### config.mk
export PLATFORM = sky130hd
export DESIGN_NAME = smcb_top
export DESIGN_NICKNAME = d
export VERILOG_FILES = /design/src/core/smcb_pkg.sv /design/src/core/smcb_top.sv
export SDC_FILE = /design/constraint.sdc
export NUM_CORES = 1
export LEC_CHECK = 0
export ABC_CLOCK_PERIOD_IN_PS = 6700
export BUFFER_PORTS_ARGS = -buffer_cell sky130_fd_sc_hd__buf_4
export CAP_MARGIN = 5
export CELL_PAD_IN_SITES_DETAIL_PLACEMENT = 1
export CELL_PAD_IN_SITES_GLOBAL_PLACEMENT = 1
export CORE_UTILIZATION = 44
export DETAILED_ROUTE_END_ITERATION = 16
export GPL_ROUTABILITY_DRIVEN = 0
export PLACE_DENSITY_LB_ADDON = 0.15
export SYNTH_ARGS = -nofsm -noshare
export SYNTH_HDL_FRONTEND = slang
export SYNTH_SLANG_ARGS = --single-unit
### constraint.sdc
create_clock -name clk_i -period 6.7 [get_ports clk_i]
set_input_delay 1.34 -clock clk_i [delete_from_list [all_inputs] [get_ports clk_i]]
set_output_delay 1.34 -clock clk_i [all_outputs]
set_load 0.02 [all_outputs]
### src/core/smcb_pkg.sv
// Shared constants and types of the supply monitor and CAN bias control.
package smcb_pkg;
  // Register indices; byte address is four times the index.
  localparam logic [7:0] IDX_MODE = 8'h01;
  localparam logic [7:0] IDX_SUPCTL = 8'h10;
  localparam logic [7:0] IDX_SUPSTAT = 8'h1B;
  localparam logic [7:0] IDX_CANCTL = 8'h20;
  localparam logic [7:0] IDX_EVSTAT = 8'h61;
  localparam logic [7:0] IDX_EVMASK = 8'h62;
  localparam logic [7:0] IDX_EVEN = 8'h64;
  // Field positions.
  localparam int THR_LSB = 0;
  localparam int AUX_LSB = 2;
  localparam int SSS_LSB = 1;
  localparam int EV_PO = 0;
  localparam int EV_SW = 1;
  // Reset values.
  localparam logic [1:0] CMC_RST = 2'h0;
  localparam logic [1:0] EV_MASK_RST = 2'h0;
  localparam logic [1:0] EV_EN_RST = 2'h3;
  // Times in microseconds and the clock rate in MHz.
  localparam int CLK_MHZ = 125;
  localparam int T_STARTUP_US = 1000;
  localparam int T_SILENCE_US = 1000;
  localparam int T_RESET_US = 1000;
  localparam int STARTUP_CYC = T_STARTUP_US * CLK_MHZ;
  localparam int SILENCE_CYC = T_SILENCE_US * CLK_MHZ;
  localparam int RESET_CYC = T_RESET_US * CLK_MHZ;
  localparam int FILT_LEN = 4;
  // Host mode request codes.
  localparam logic [2:0] REQ_STANDBY = 3'h4;
  localparam logic [2:0] REQ_SLEEP = 3'h1;
  localparam logic [2:0] REQ_NORMAL = 3'h7;
  // Comparator input positions.
  localparam int NCMP = 10;
  localparam int C_PON = 0, C_POFF = 1, C_B2V = 2, C_UV90 = 3, C_UV80 = 4;
  localparam int C_UV70 = 5, C_UV60 = 6, C_SUV = 7, C_SOV = 8, C_OT = 9;
  typedef enum logic [2:0] {
    SMCB_OFF, SMCB_RESET, SMCB_STANDBY, SMCB_NORMAL, SMCB_SLEEP, SMCB_OVERT
  } smcb_mode_t;
  typedef enum logic [2:0] {
    SMCB_T_OFF, SMCB_T_OFFLINE, SMCB_T_BIAS, SMCB_T_ACTIVE, SMCB_T_LISTEN
  } smcb_trx_t;
endpackage

### src/core/smcb_top.sv
// Supply monitor, auxiliary output and CAN bias control with APB registers.
`timescale 1ns/10ps
`default_nettype none
// Function
// Low battery enters off; MCU supply until 2V.
// Start-up delay, then reset mode, flag power-on.
// MCU supply under selected threshold forces reset.
// Threshold field: 90, 80, 70, 60 percent.
// Threshold field loads from start-up bits.
// Supply warning event below 90 percent, when enabled.
// Supply status bit shows below 90 percent.
// Aux config field switches output per mode.
// Aux config field loads from start-up bit.
// Sensor status: ok, under, over, disabled.
// Variants without sensor supply read 00.
// Overtemperature keeps inhibit output level unchanged.
// Overtemperature disables sensor supply output.
// Active or listen-only biases bus 2.5V.
// Offline biases 2.5V, ground after silence.
// In Normal, transceiver follows CAN mode field.
// Standby, Sleep force offline or offline bias.
// CAN field: 01 active unless below 90 percent, 10 active, 11 listen, 00 offline.
// Comparators synchronised and filtered before use.
module smcb_top #(
  parameter int unsigned STARTUP_CYC = smcb_pkg::STARTUP_CYC,
  parameter int unsigned SILENCE_CYC = smcb_pkg::SILENCE_CYC,
  parameter int unsigned RESET_CYC = smcb_pkg::RESET_CYC,
  parameter bit HAS_SENSOR = 1'b1
) (
  // Clock and reset.
  input  wire logic        clk_i,
  input  wire logic        rst_n_i,
  // APB slave.
  input  wire logic        psel_i,
  input  wire logic        penable_i,
  input  wire logic        pwrite_i,
  input  wire logic [11:0] paddr_i,
  input  wire logic [31:0] pwdata_i,
  input  wire logic [3:0]  pstrb_i,
  output logic             pready_o,
  output logic [31:0]      prdata_o,
  output logic             pslverr_o,
  // Non-volatile start-up settings.
  input  wire logic [1:0]  startup_threshold_bits_i,
  input  wire logic        aux_startup_bit_i,
  // Analog comparators, indexed as in the package.
  input  wire logic [smcb_pkg::NCMP-1:0] cmp_i,
  input  wire logic        bus_rx_i,
  // Supply, transceiver and interrupt outputs.
  output logic             mcu_supply_output_o,
  output logic             battery_inhibit_output_o,
  output logic             sensor_supply_output_o,
  output logic             sys_reset_o,
  output smcb_pkg::smcb_mode_t chip_mode_o,
  output smcb_pkg::smcb_trx_t  trx_mode_o,
  output logic             bias_2v5_o,
  output logic             irq_o
);
  import smcb_pkg::*;

  if (STARTUP_CYC >= 2**24 || SILENCE_CYC >= 2**24 || RESET_CYC >= 2**24
      || STARTUP_CYC == 0 || SILENCE_CYC == 0 || RESET_CYC == 0) begin : g_chk
    $error("smcb_top: counts must lie in 1 .. 2**24-1");
  end

  // Aux output state for a mode and a config field.
  function automatic logic aux_on(logic [1:0] cfg, smcb_mode_t m);
    unique case (cfg)
      2'h0: aux_on = 1'b0;
      2'h1: aux_on = (m == SMCB_NORMAL);
      2'h2: aux_on = (m inside {SMCB_NORMAL, SMCB_STANDBY, SMCB_RESET});
      default: aux_on = (m inside {SMCB_NORMAL, SMCB_STANDBY, SMCB_RESET,
                                   SMCB_SLEEP});
    endcase
  endfunction

  //////////////////////////////////////////////////////////////////////////
  // Reset release through two flip-flops.
  logic [1:0] rst_sync_q;
  logic       rst_n;
  always_ff @(posedge clk_i or negedge rst_n_i) begin
    if (!rst_n_i) begin
      rst_sync_q <= 2'h0;
    end else begin
      rst_sync_q <= {rst_sync_q[0], 1'b1};
    end
  end
  assign rst_n = rst_sync_q[1];

  //////////////////////////////////////////////////////////////////////////
  // Comparators pass two flops, then must agree for FILT_LEN samples.
  // The filter trades a few cycles of latency for immunity to glitches.
  logic [NCMP:0] s1_q, s2_q, flt_q;
  logic [FILT_LEN-1:0] hist_q [NCMP+1];
  always_ff @(posedge clk_i or negedge rst_n) begin
    if (!rst_n) begin
      // The bus bit resets to its idle level, so no false edge follows.
      s1_q <= {1'b1, {NCMP{1'b0}}};
      s2_q <= {1'b1, {NCMP{1'b0}}};
      flt_q <= {1'b1, {NCMP{1'b0}}};
      for (int i = 0; i < NCMP; i++) begin
        hist_q[i] <= '0;
      end
      hist_q[NCMP] <= '1;
    end else begin
      s1_q <= {bus_rx_i, cmp_i};
      s2_q <= s1_q;
      for (int i = 0; i <= NCMP; i++) begin
        hist_q[i] <= {hist_q[i][FILT_LEN-2:0], s2_q[i]};
        if (&hist_q[i]) begin
          flt_q[i] <= 1'b1;
        end else if (~|hist_q[i]) begin
          flt_q[i] <= 1'b0;
        end
      end
    end
  end

  logic uv90, uv_sel, ot, bus_q;
  logic [1:0] thr_q;
  // Threshold field picks one of four comparators.
  always_comb begin
    unique case (thr_q)
      2'h0: uv_sel = flt_q[C_UV90];
      2'h1: uv_sel = flt_q[C_UV80];
      2'h2: uv_sel = flt_q[C_UV70];
      default: uv_sel = flt_q[C_UV60];
    endcase
  end
  assign uv90 = flt_q[C_UV90];
  assign ot = flt_q[C_OT];

  //////////////////////////////////////////////////////////////////////////
  // APB decode; zero wait states, unmapped index answers with pslverr.
  logic       acc, wr, setup, hit;
  logic [7:0] idx;
  logic [1:0] aux_q, cmc_q, ev_q, mask_q, en_q;
  logic [2:0] req_q;
  assign idx = paddr_i[9:2];
  assign hit = (paddr_i[11:10] == 2'h0) && (paddr_i[1:0] == 2'h0)
               && (idx inside {IDX_MODE, IDX_SUPCTL, IDX_SUPSTAT,
                               IDX_CANCTL, IDX_EVSTAT, IDX_EVMASK, IDX_EVEN});
  assign setup = psel_i && !penable_i;
  assign acc = psel_i && penable_i;
  assign wr = acc && pwrite_i && hit && pstrb_i[0];
  assign pready_o = 1'b1;

  smcb_mode_t mode_q, mode_d;
  smcb_trx_t  trx_q;
  logic [1:0] sss;
  // Read data is prepared in the setup cycle, so it leaves a flop.
  always_ff @(posedge clk_i or negedge rst_n) begin
    if (!rst_n) begin
      prdata_o <= 32'h0;
      pslverr_o <= 1'b0;
    end else if (setup) begin
      pslverr_o <= !hit;
      prdata_o <= 32'h0;
      if (!pwrite_i && hit) begin
        unique case (idx)
          IDX_MODE: prdata_o[6:0] <= {1'b0, 3'(mode_q), req_q};
          IDX_SUPCTL: prdata_o[3:0] <= {aux_q, thr_q};
          IDX_SUPSTAT: prdata_o[2:0] <= {sss, uv90};
          IDX_CANCTL: prdata_o[1:0] <= cmc_q;
          IDX_EVSTAT: prdata_o[1:0] <= ev_q;
          IDX_EVMASK: prdata_o[1:0] <= mask_q;
          default: prdata_o[1:0] <= en_q;
        endcase
      end
    end
  end

  //////////////////////////////////////////////////////////////////////////
  // Control registers. Start-up fields reload on reset and on leaving off.
  logic leave_off;
  always_ff @(posedge clk_i or negedge rst_n) begin
    if (!rst_n) begin
      thr_q <= 2'h0;
      aux_q <= 2'h0;
      cmc_q <= CMC_RST;
      mask_q <= EV_MASK_RST;
      en_q <= EV_EN_RST;
      req_q <= REQ_STANDBY;
    end else if (leave_off) begin
      thr_q <= startup_threshold_bits_i;
      aux_q <= {2{aux_startup_bit_i}};
    end else if (wr) begin
      unique case (idx)
        IDX_SUPCTL: begin
          thr_q <= pwdata_i[THR_LSB+:2];
          aux_q <= pwdata_i[AUX_LSB+:2];
        end
        IDX_CANCTL: cmc_q <= pwdata_i[1:0];
        IDX_EVMASK: mask_q <= pwdata_i[1:0];
        IDX_EVEN: en_q <= pwdata_i[1:0];
        IDX_MODE: req_q <= pwdata_i[2:0];
        default: ;
      endcase
    end
  end

  // First cycle after reset release also counts as a power-up load.
  logic boot_q;
  always_ff @(posedge clk_i or negedge rst_n) begin
    if (!rst_n) begin
      boot_q <= 1'b1;
    end else begin
      boot_q <= 1'b0;
    end
  end

  //////////////////////////////////////////////////////////////////////////
  // Chip mode machine with its single delay counter.
  logic [23:0] cnt_q;
  logic        cnt_clr;
  assign leave_off = boot_q || (mode_q == SMCB_OFF && mode_d == SMCB_RESET);
  always_comb begin
    mode_d = mode_q;
    cnt_clr = 1'b0;
    unique case (mode_q)
      SMCB_OFF: begin
        if (!flt_q[C_PON]) begin
          cnt_clr = 1'b1;
        end else if (cnt_q == 24'(STARTUP_CYC - 1)) begin
          mode_d = SMCB_RESET;
        end
      end
      SMCB_RESET: begin
        if (cnt_q == 24'(RESET_CYC - 1) && !uv_sel) begin
          mode_d = SMCB_STANDBY;
        end
      end
      SMCB_STANDBY, SMCB_NORMAL: begin
        if (uv_sel) begin
          mode_d = SMCB_RESET;
        end else if (req_q == REQ_NORMAL) begin
          mode_d = SMCB_NORMAL;
        end else if (req_q == REQ_SLEEP) begin
          mode_d = SMCB_SLEEP;
        end else begin
          mode_d = SMCB_STANDBY;
        end
      end
      SMCB_SLEEP: begin
        if (req_q != REQ_SLEEP) begin
          mode_d = SMCB_RESET;
        end
      end
      SMCB_OVERT: begin
        if (!ot) begin
          mode_d = SMCB_RESET;
        end
      end
    endcase
    if (mode_q inside {SMCB_RESET, SMCB_STANDBY, SMCB_NORMAL} && ot) begin
      mode_d = SMCB_OVERT;
    end
    if (flt_q[C_POFF]) begin
      mode_d = SMCB_OFF;
    end
    if (mode_d != mode_q) begin
      cnt_clr = 1'b1;
    end
  end

  always_ff @(posedge clk_i or negedge rst_n) begin
    if (!rst_n) begin
      mode_q <= SMCB_OFF;
      cnt_q <= 24'h0;
    end else begin
      mode_q <= mode_d;
      cnt_q <= cnt_clr ? 24'h0 : ((cnt_q == 24'hFFFFFF) ? cnt_q : cnt_q + 24'h1);
    end
  end

  //////////////////////////////////////////////////////////////////////////
  // Events: set wins over a write-one clear in the same cycle.
  logic uv90_d_q;
  logic [1:0] ev_set;
  assign ev_set[EV_PO] = mode_q == SMCB_OFF && mode_d == SMCB_RESET;
  assign ev_set[EV_SW] = uv90 && !uv90_d_q && en_q[EV_SW];
  always_ff @(posedge clk_i or negedge rst_n) begin
    if (!rst_n) begin
      ev_q <= 2'h0;
      uv90_d_q <= 1'b0;
    end else begin
      uv90_d_q <= uv90;
      ev_q <= (ev_q & ~((wr && idx == IDX_EVSTAT) ? pwdata_i[1:0] : 2'h0))
              | ev_set;
    end
  end
  assign irq_o = |(ev_q & mask_q);

  //////////////////////////////////////////////////////////////////////////
  // Supply and auxiliary outputs.
  logic ot_hold;
  assign ot_hold = (mode_d == SMCB_OVERT);
  assign sss = !HAS_SENSOR ? 2'h0 :
               !sensor_supply_output_o ? 2'h3 :
               flt_q[C_SUV] ? 2'h1 : flt_q[C_SOV] ? 2'h2 : 2'h0;
  always_ff @(posedge clk_i or negedge rst_n) begin
    if (!rst_n) begin
      mcu_supply_output_o <= 1'b0;
      battery_inhibit_output_o <= 1'b0;
      sensor_supply_output_o <= 1'b0;
      sys_reset_o <= 1'b1;
    end else begin
      // In off the supply holds on until battery is under 2 V.
      mcu_supply_output_o <= (mode_d == SMCB_OFF) ? flt_q[C_B2V]
                           : !(mode_d inside {SMCB_SLEEP, SMCB_OVERT});
      if (!ot_hold) begin
        battery_inhibit_output_o <= !HAS_SENSOR && aux_on(aux_q, mode_d);
      end // In overtemperature the inhibit level is frozen.
      sensor_supply_output_o <= HAS_SENSOR && !ot_hold
                                && aux_on(aux_q, mode_d);
      sys_reset_o <= mode_d inside {SMCB_OFF, SMCB_RESET, SMCB_OVERT};
    end
  end

  //////////////////////////////////////////////////////////////////////////
  // Bus silence timer: any receive edge restarts it.
  logic [23:0] sil_q;
  logic        silent;
  always_ff @(posedge clk_i or negedge rst_n) begin
    if (!rst_n) begin
      bus_q <= 1'b1;
      sil_q <= 24'h0;
    end else begin
      bus_q <= flt_q[NCMP];
      if (bus_q != flt_q[NCMP]) begin
        sil_q <= 24'h0;
      end else if (!silent) begin
        sil_q <= sil_q + 24'h1;
      end
    end
  end
  assign silent = (sil_q >= 24'(SILENCE_CYC));

  // Transceiver mode from chip mode, CAN field and bus activity.
  smcb_trx_t trx_d, offl;
  assign offl = silent ? SMCB_T_OFFLINE : SMCB_T_BIAS;
  always_comb begin
    trx_d = offl;
    if (mode_d inside {SMCB_OFF, SMCB_OVERT}) begin
      trx_d = SMCB_T_OFF;
    end else if (mode_d == SMCB_NORMAL) begin
      unique case (cmc_q)
        2'h1: trx_d = uv90 ? offl : SMCB_T_ACTIVE;
        2'h2: trx_d = SMCB_T_ACTIVE;
        2'h3: trx_d = SMCB_T_LISTEN;
        default: trx_d = offl;
      endcase
    end
  end
  always_ff @(posedge clk_i or negedge rst_n) begin
    if (!rst_n) begin
      trx_q <= SMCB_T_OFF;
      bias_2v5_o <= 1'b0;
    end else begin
      trx_q <= trx_d;
      bias_2v5_o <= trx_d inside {SMCB_T_ACTIVE, SMCB_T_LISTEN,
                                  SMCB_T_BIAS};
    end
  end
  assign trx_mode_o = trx_q;
  assign chip_mode_o = mode_q;
endmodule
`default_nettype wire

==> results.json <==
{
  "ys_ff_latch": 162,
  "hold_path_class": "reg -> reg",
  "dr.first_iter.drc_count": 186,
  "syn_area_sq_um": 6900,
  "power.leakage_nw": 3.55,
  "rows": 45,
  "setup-tns-final_ns": 0,
  "layout_common_cells": "148 x dfrtp_1, 57 x buf_4, 54 x nand2_1",
  "critPathKind": "in -> reg",
  "grt_overflow": 0,
  "cts_tree": "built",
  "cts_setup_buffers": 0,
  "numCtsBuffers": 17,
  "p_per_area_nw_per_um2": 309,
  "synth_warnings": 0,
  "grt_max_degree": 85,
  "vdd_ir_drop_max_uv": 236,
  "tightest_slew_ns": 1.17,
  "core_sq_um": 15300,
  "dr.pass1.iters": 4,
  "synth.avg_cell_area_sq_um": 11.2,
  "synth_cell_types": 64,
  "synth_edf_count": 0,
  "cp.required_ns": 7.00,
  "area_delta_synth_final_pct": 16.2,
  "die_height_um": 127,
  "via_count": 4841,
  "n_antenna_cell": 0,
  "drc": 0,
  "h-tree-depth": 4,
  "port-buffer-count": 53,
  "finalSetupViolCount": 0,
  "drtAntennaViolNets": 0,
  "dp_cells": 872,
  "drv_slew": 0,
  "netlist_instances": 618,
  "cts.path.max_buffers": 2,
  "max_freq_ghz": 0.268,
  "grt.total_usage_pct": 20.7,
  "io_pins": 113,
  "period_share_pct": 55.7,
  "finalWirelength_um": 15300,
  "rsz0062_at_grt": "no",
  "status": "finished clean",
  "wl_per_cell_um": 17.0,
  "fin_crit_ns": 3.73,
  "fp.dieW_um": 127,
  "worstPathMaxFanout": 6,
  "dp_hpwl_um": 10500,
  "clk_pin_slew_ns": 0.07,
  "max_slew_margin_pct": 19.8,
  "final_common_cell": "dfrtp_1",
  "async_reset_ff_share_pct": 100,
  "start_util_pct": 45.2,
  "nNetsFinal": 750,
  "cts-root-buf": "clkbuf_16",
  "avgViaCountPerCell": 5.36,
  "cts_resized": 0,
  "antenna_found_initial": 0,
  "cts_sinks": 162,
  "clock_latency_ns": 0.42,
  "grt_pass1_wl_um": 26100,
  "crit_path_end_kind": "flip-flop",
  "crit_arrival_ns": 4.03,
  "first_global_vias": 5138,
  "finalClockSkew_ns": 0.00920,
  "startpoint_type": "primary input",
  "hold_viol_final": 0,
  "drv_cap": 0,
  "postCtsHoldBufs": 0,
  "ys.flop_type": "dfrtp_1",
  "final_cells": 904,
  "drive_gt1_share_pct": 18.5,
  "dieArea_sq_um": 16200,
  "yosysSeqAreaShare_pct": 59.0
}
-- cell usage after synthesis, drive strengths merged (2+ instances only) --
cell / count / area share (%)
dfrtp: 149 / 54
nand2: 54 / 2.9
nor2: 42 / 2.4
nor3: 42 / 3.0
buf: 30 / 3.2
nand3: 27 / 2.0
a21oi: 26 / 2.0
xnor2: 23 / 2.9
or3: 14 / 1.3
xor2: 14 / 1.8
dfstp: 13 / 4.9
inv: 13 / 0.71
nand4: 13 / 1.2
clkbuf: 12 / 0.65
a22o: 10 / 1.3
a31oi: 10 / 0.91
and3: 10 / 0.91
mux2: 10 / 1.6
o21ai: 9 / 0.65
and2: 8 / 0.73
nor4: 8 / 0.73
nor2b: 7 / 0.63
mux2i: 6 / 0.87
and4: 5 / 0.63
or4b: 5 / 0.78
a2111oi: 4 / 0.60
nor4b: 4 / 0.60
o211ai: 4 / 0.44
or4: 4 / 0.49
a211oi: 3 / 0.33
a222oi: 3 / 0.44
ha: 3 / 0.54
nand2b: 3 / 0.27
o31ai: 3 / 0.33
or2: 3 / 0.27
a21boi: 2 / 0.22
a21o: 2 / 0.22
conb: 2 / 0.11
nor3b: 2 / 0.22
o22ai: 2 / 0.18
-- metal layers --
metal	up-vias	part of all wire, %	global-route usage (%)
met5	-	0	0
met4	0	1.1	5.53
met3	10	3.2	4.52
met2	91	51	34.6
met1	2454	45	27.5
li1	2286	-	-
-- path summary, 6_finish.rpt --
path	start	endpoint	slack [ns]	cells after the start
hold / removal	s2_q[2]	hist_q[32]	0.35	0
min in group asynchronous	rst_sync_q[1]	s1_q[8]	0.52	0
hold reg to reg	s2_q[2]	hist_q[32]	0.35	0
max in group asynchronous	rst_sync_q[1]	cnt_q[6]	4.65	1
setup reg to reg	cnt_q[19]	cnt_q[17]	3.10	7
setup / recovery	paddr_i[9]	req_q[1]	2.97	8
-- flip-flops by register name (all words and copies together), names as in the netlist, 6 cells and up --
name	cells
hist_q	44
cnt_q	24
flt_q	11
prdata_o	6
s2_q	11
s1_q	11
sil_q	24
-- report_power, final --
group	switching (W)	internal [W]	leakage (nW)	total (W)
clock	0.000419	0.000510	0.278	0.000928
combinational	0.000293	0.000138	1.25	0.000431
sequential	0.0000719	0.00105	2.02	0.00112
total	0.000783	0.00170	3.55	0.00248
-- logic make-up after synthesis --
logic type,after synthesis,synth area share [%]
AO/OA/AOI/OAI,89,8.99
XOR/XNOR,37,4.69
adder cells (fa/ha/maj),3,0.544
buffers and inverters,56,4.68
flip-flops,162,59.0
multiplexers,17,2.83
other,2,0.109
AND/OR/NAND/NOR,252,19.2
-- worst max-delay path: stages --
cell and delay, ns:
buf_4 0.12, or4b_2 0.69, nor4b_2 0.56, or2_2 0.24
nor3_1 0.06, a2111oi_2 0.51, nand2_1 0.20, mux2_2 0.31
-- stage by stage --
stage / utilization (%) / power [W] / cell area (sq um) / setup WS (ns) / hold WS, ns
2_1_floorplan: - / 0.00142 / 7010 / 1.87 / 0.331
3_3_place_gp: 48.8 / 0.00156 / 7450 / 2.58 / 0.332
3_5_place_dp: 48.8 / 0.00157 / 7450 / 2.53 / 0.336
4_1_cts: 52.6 / 0.00251 / 8020 / 2.97 / 0.351
5_1_grt: 52.6 / 0.00261 / 8020 / 2.81 / 0.351
6_report: 52.6 / 0.00248 / 8020 / 2.97 / 0.346
-- final cells by class --
type / count / area [sq um]
clock buffer: 20 / 457
clock inverter: 12 / 111
fill: 1645 / 7240
inverter: 14 / 57.6
multi-input combinational: 428 / 2630
sequential: 162 / 4070
tap: 211 / 264
timing repair buffer: 57 / 428
(Power assumes the default switching activity.)
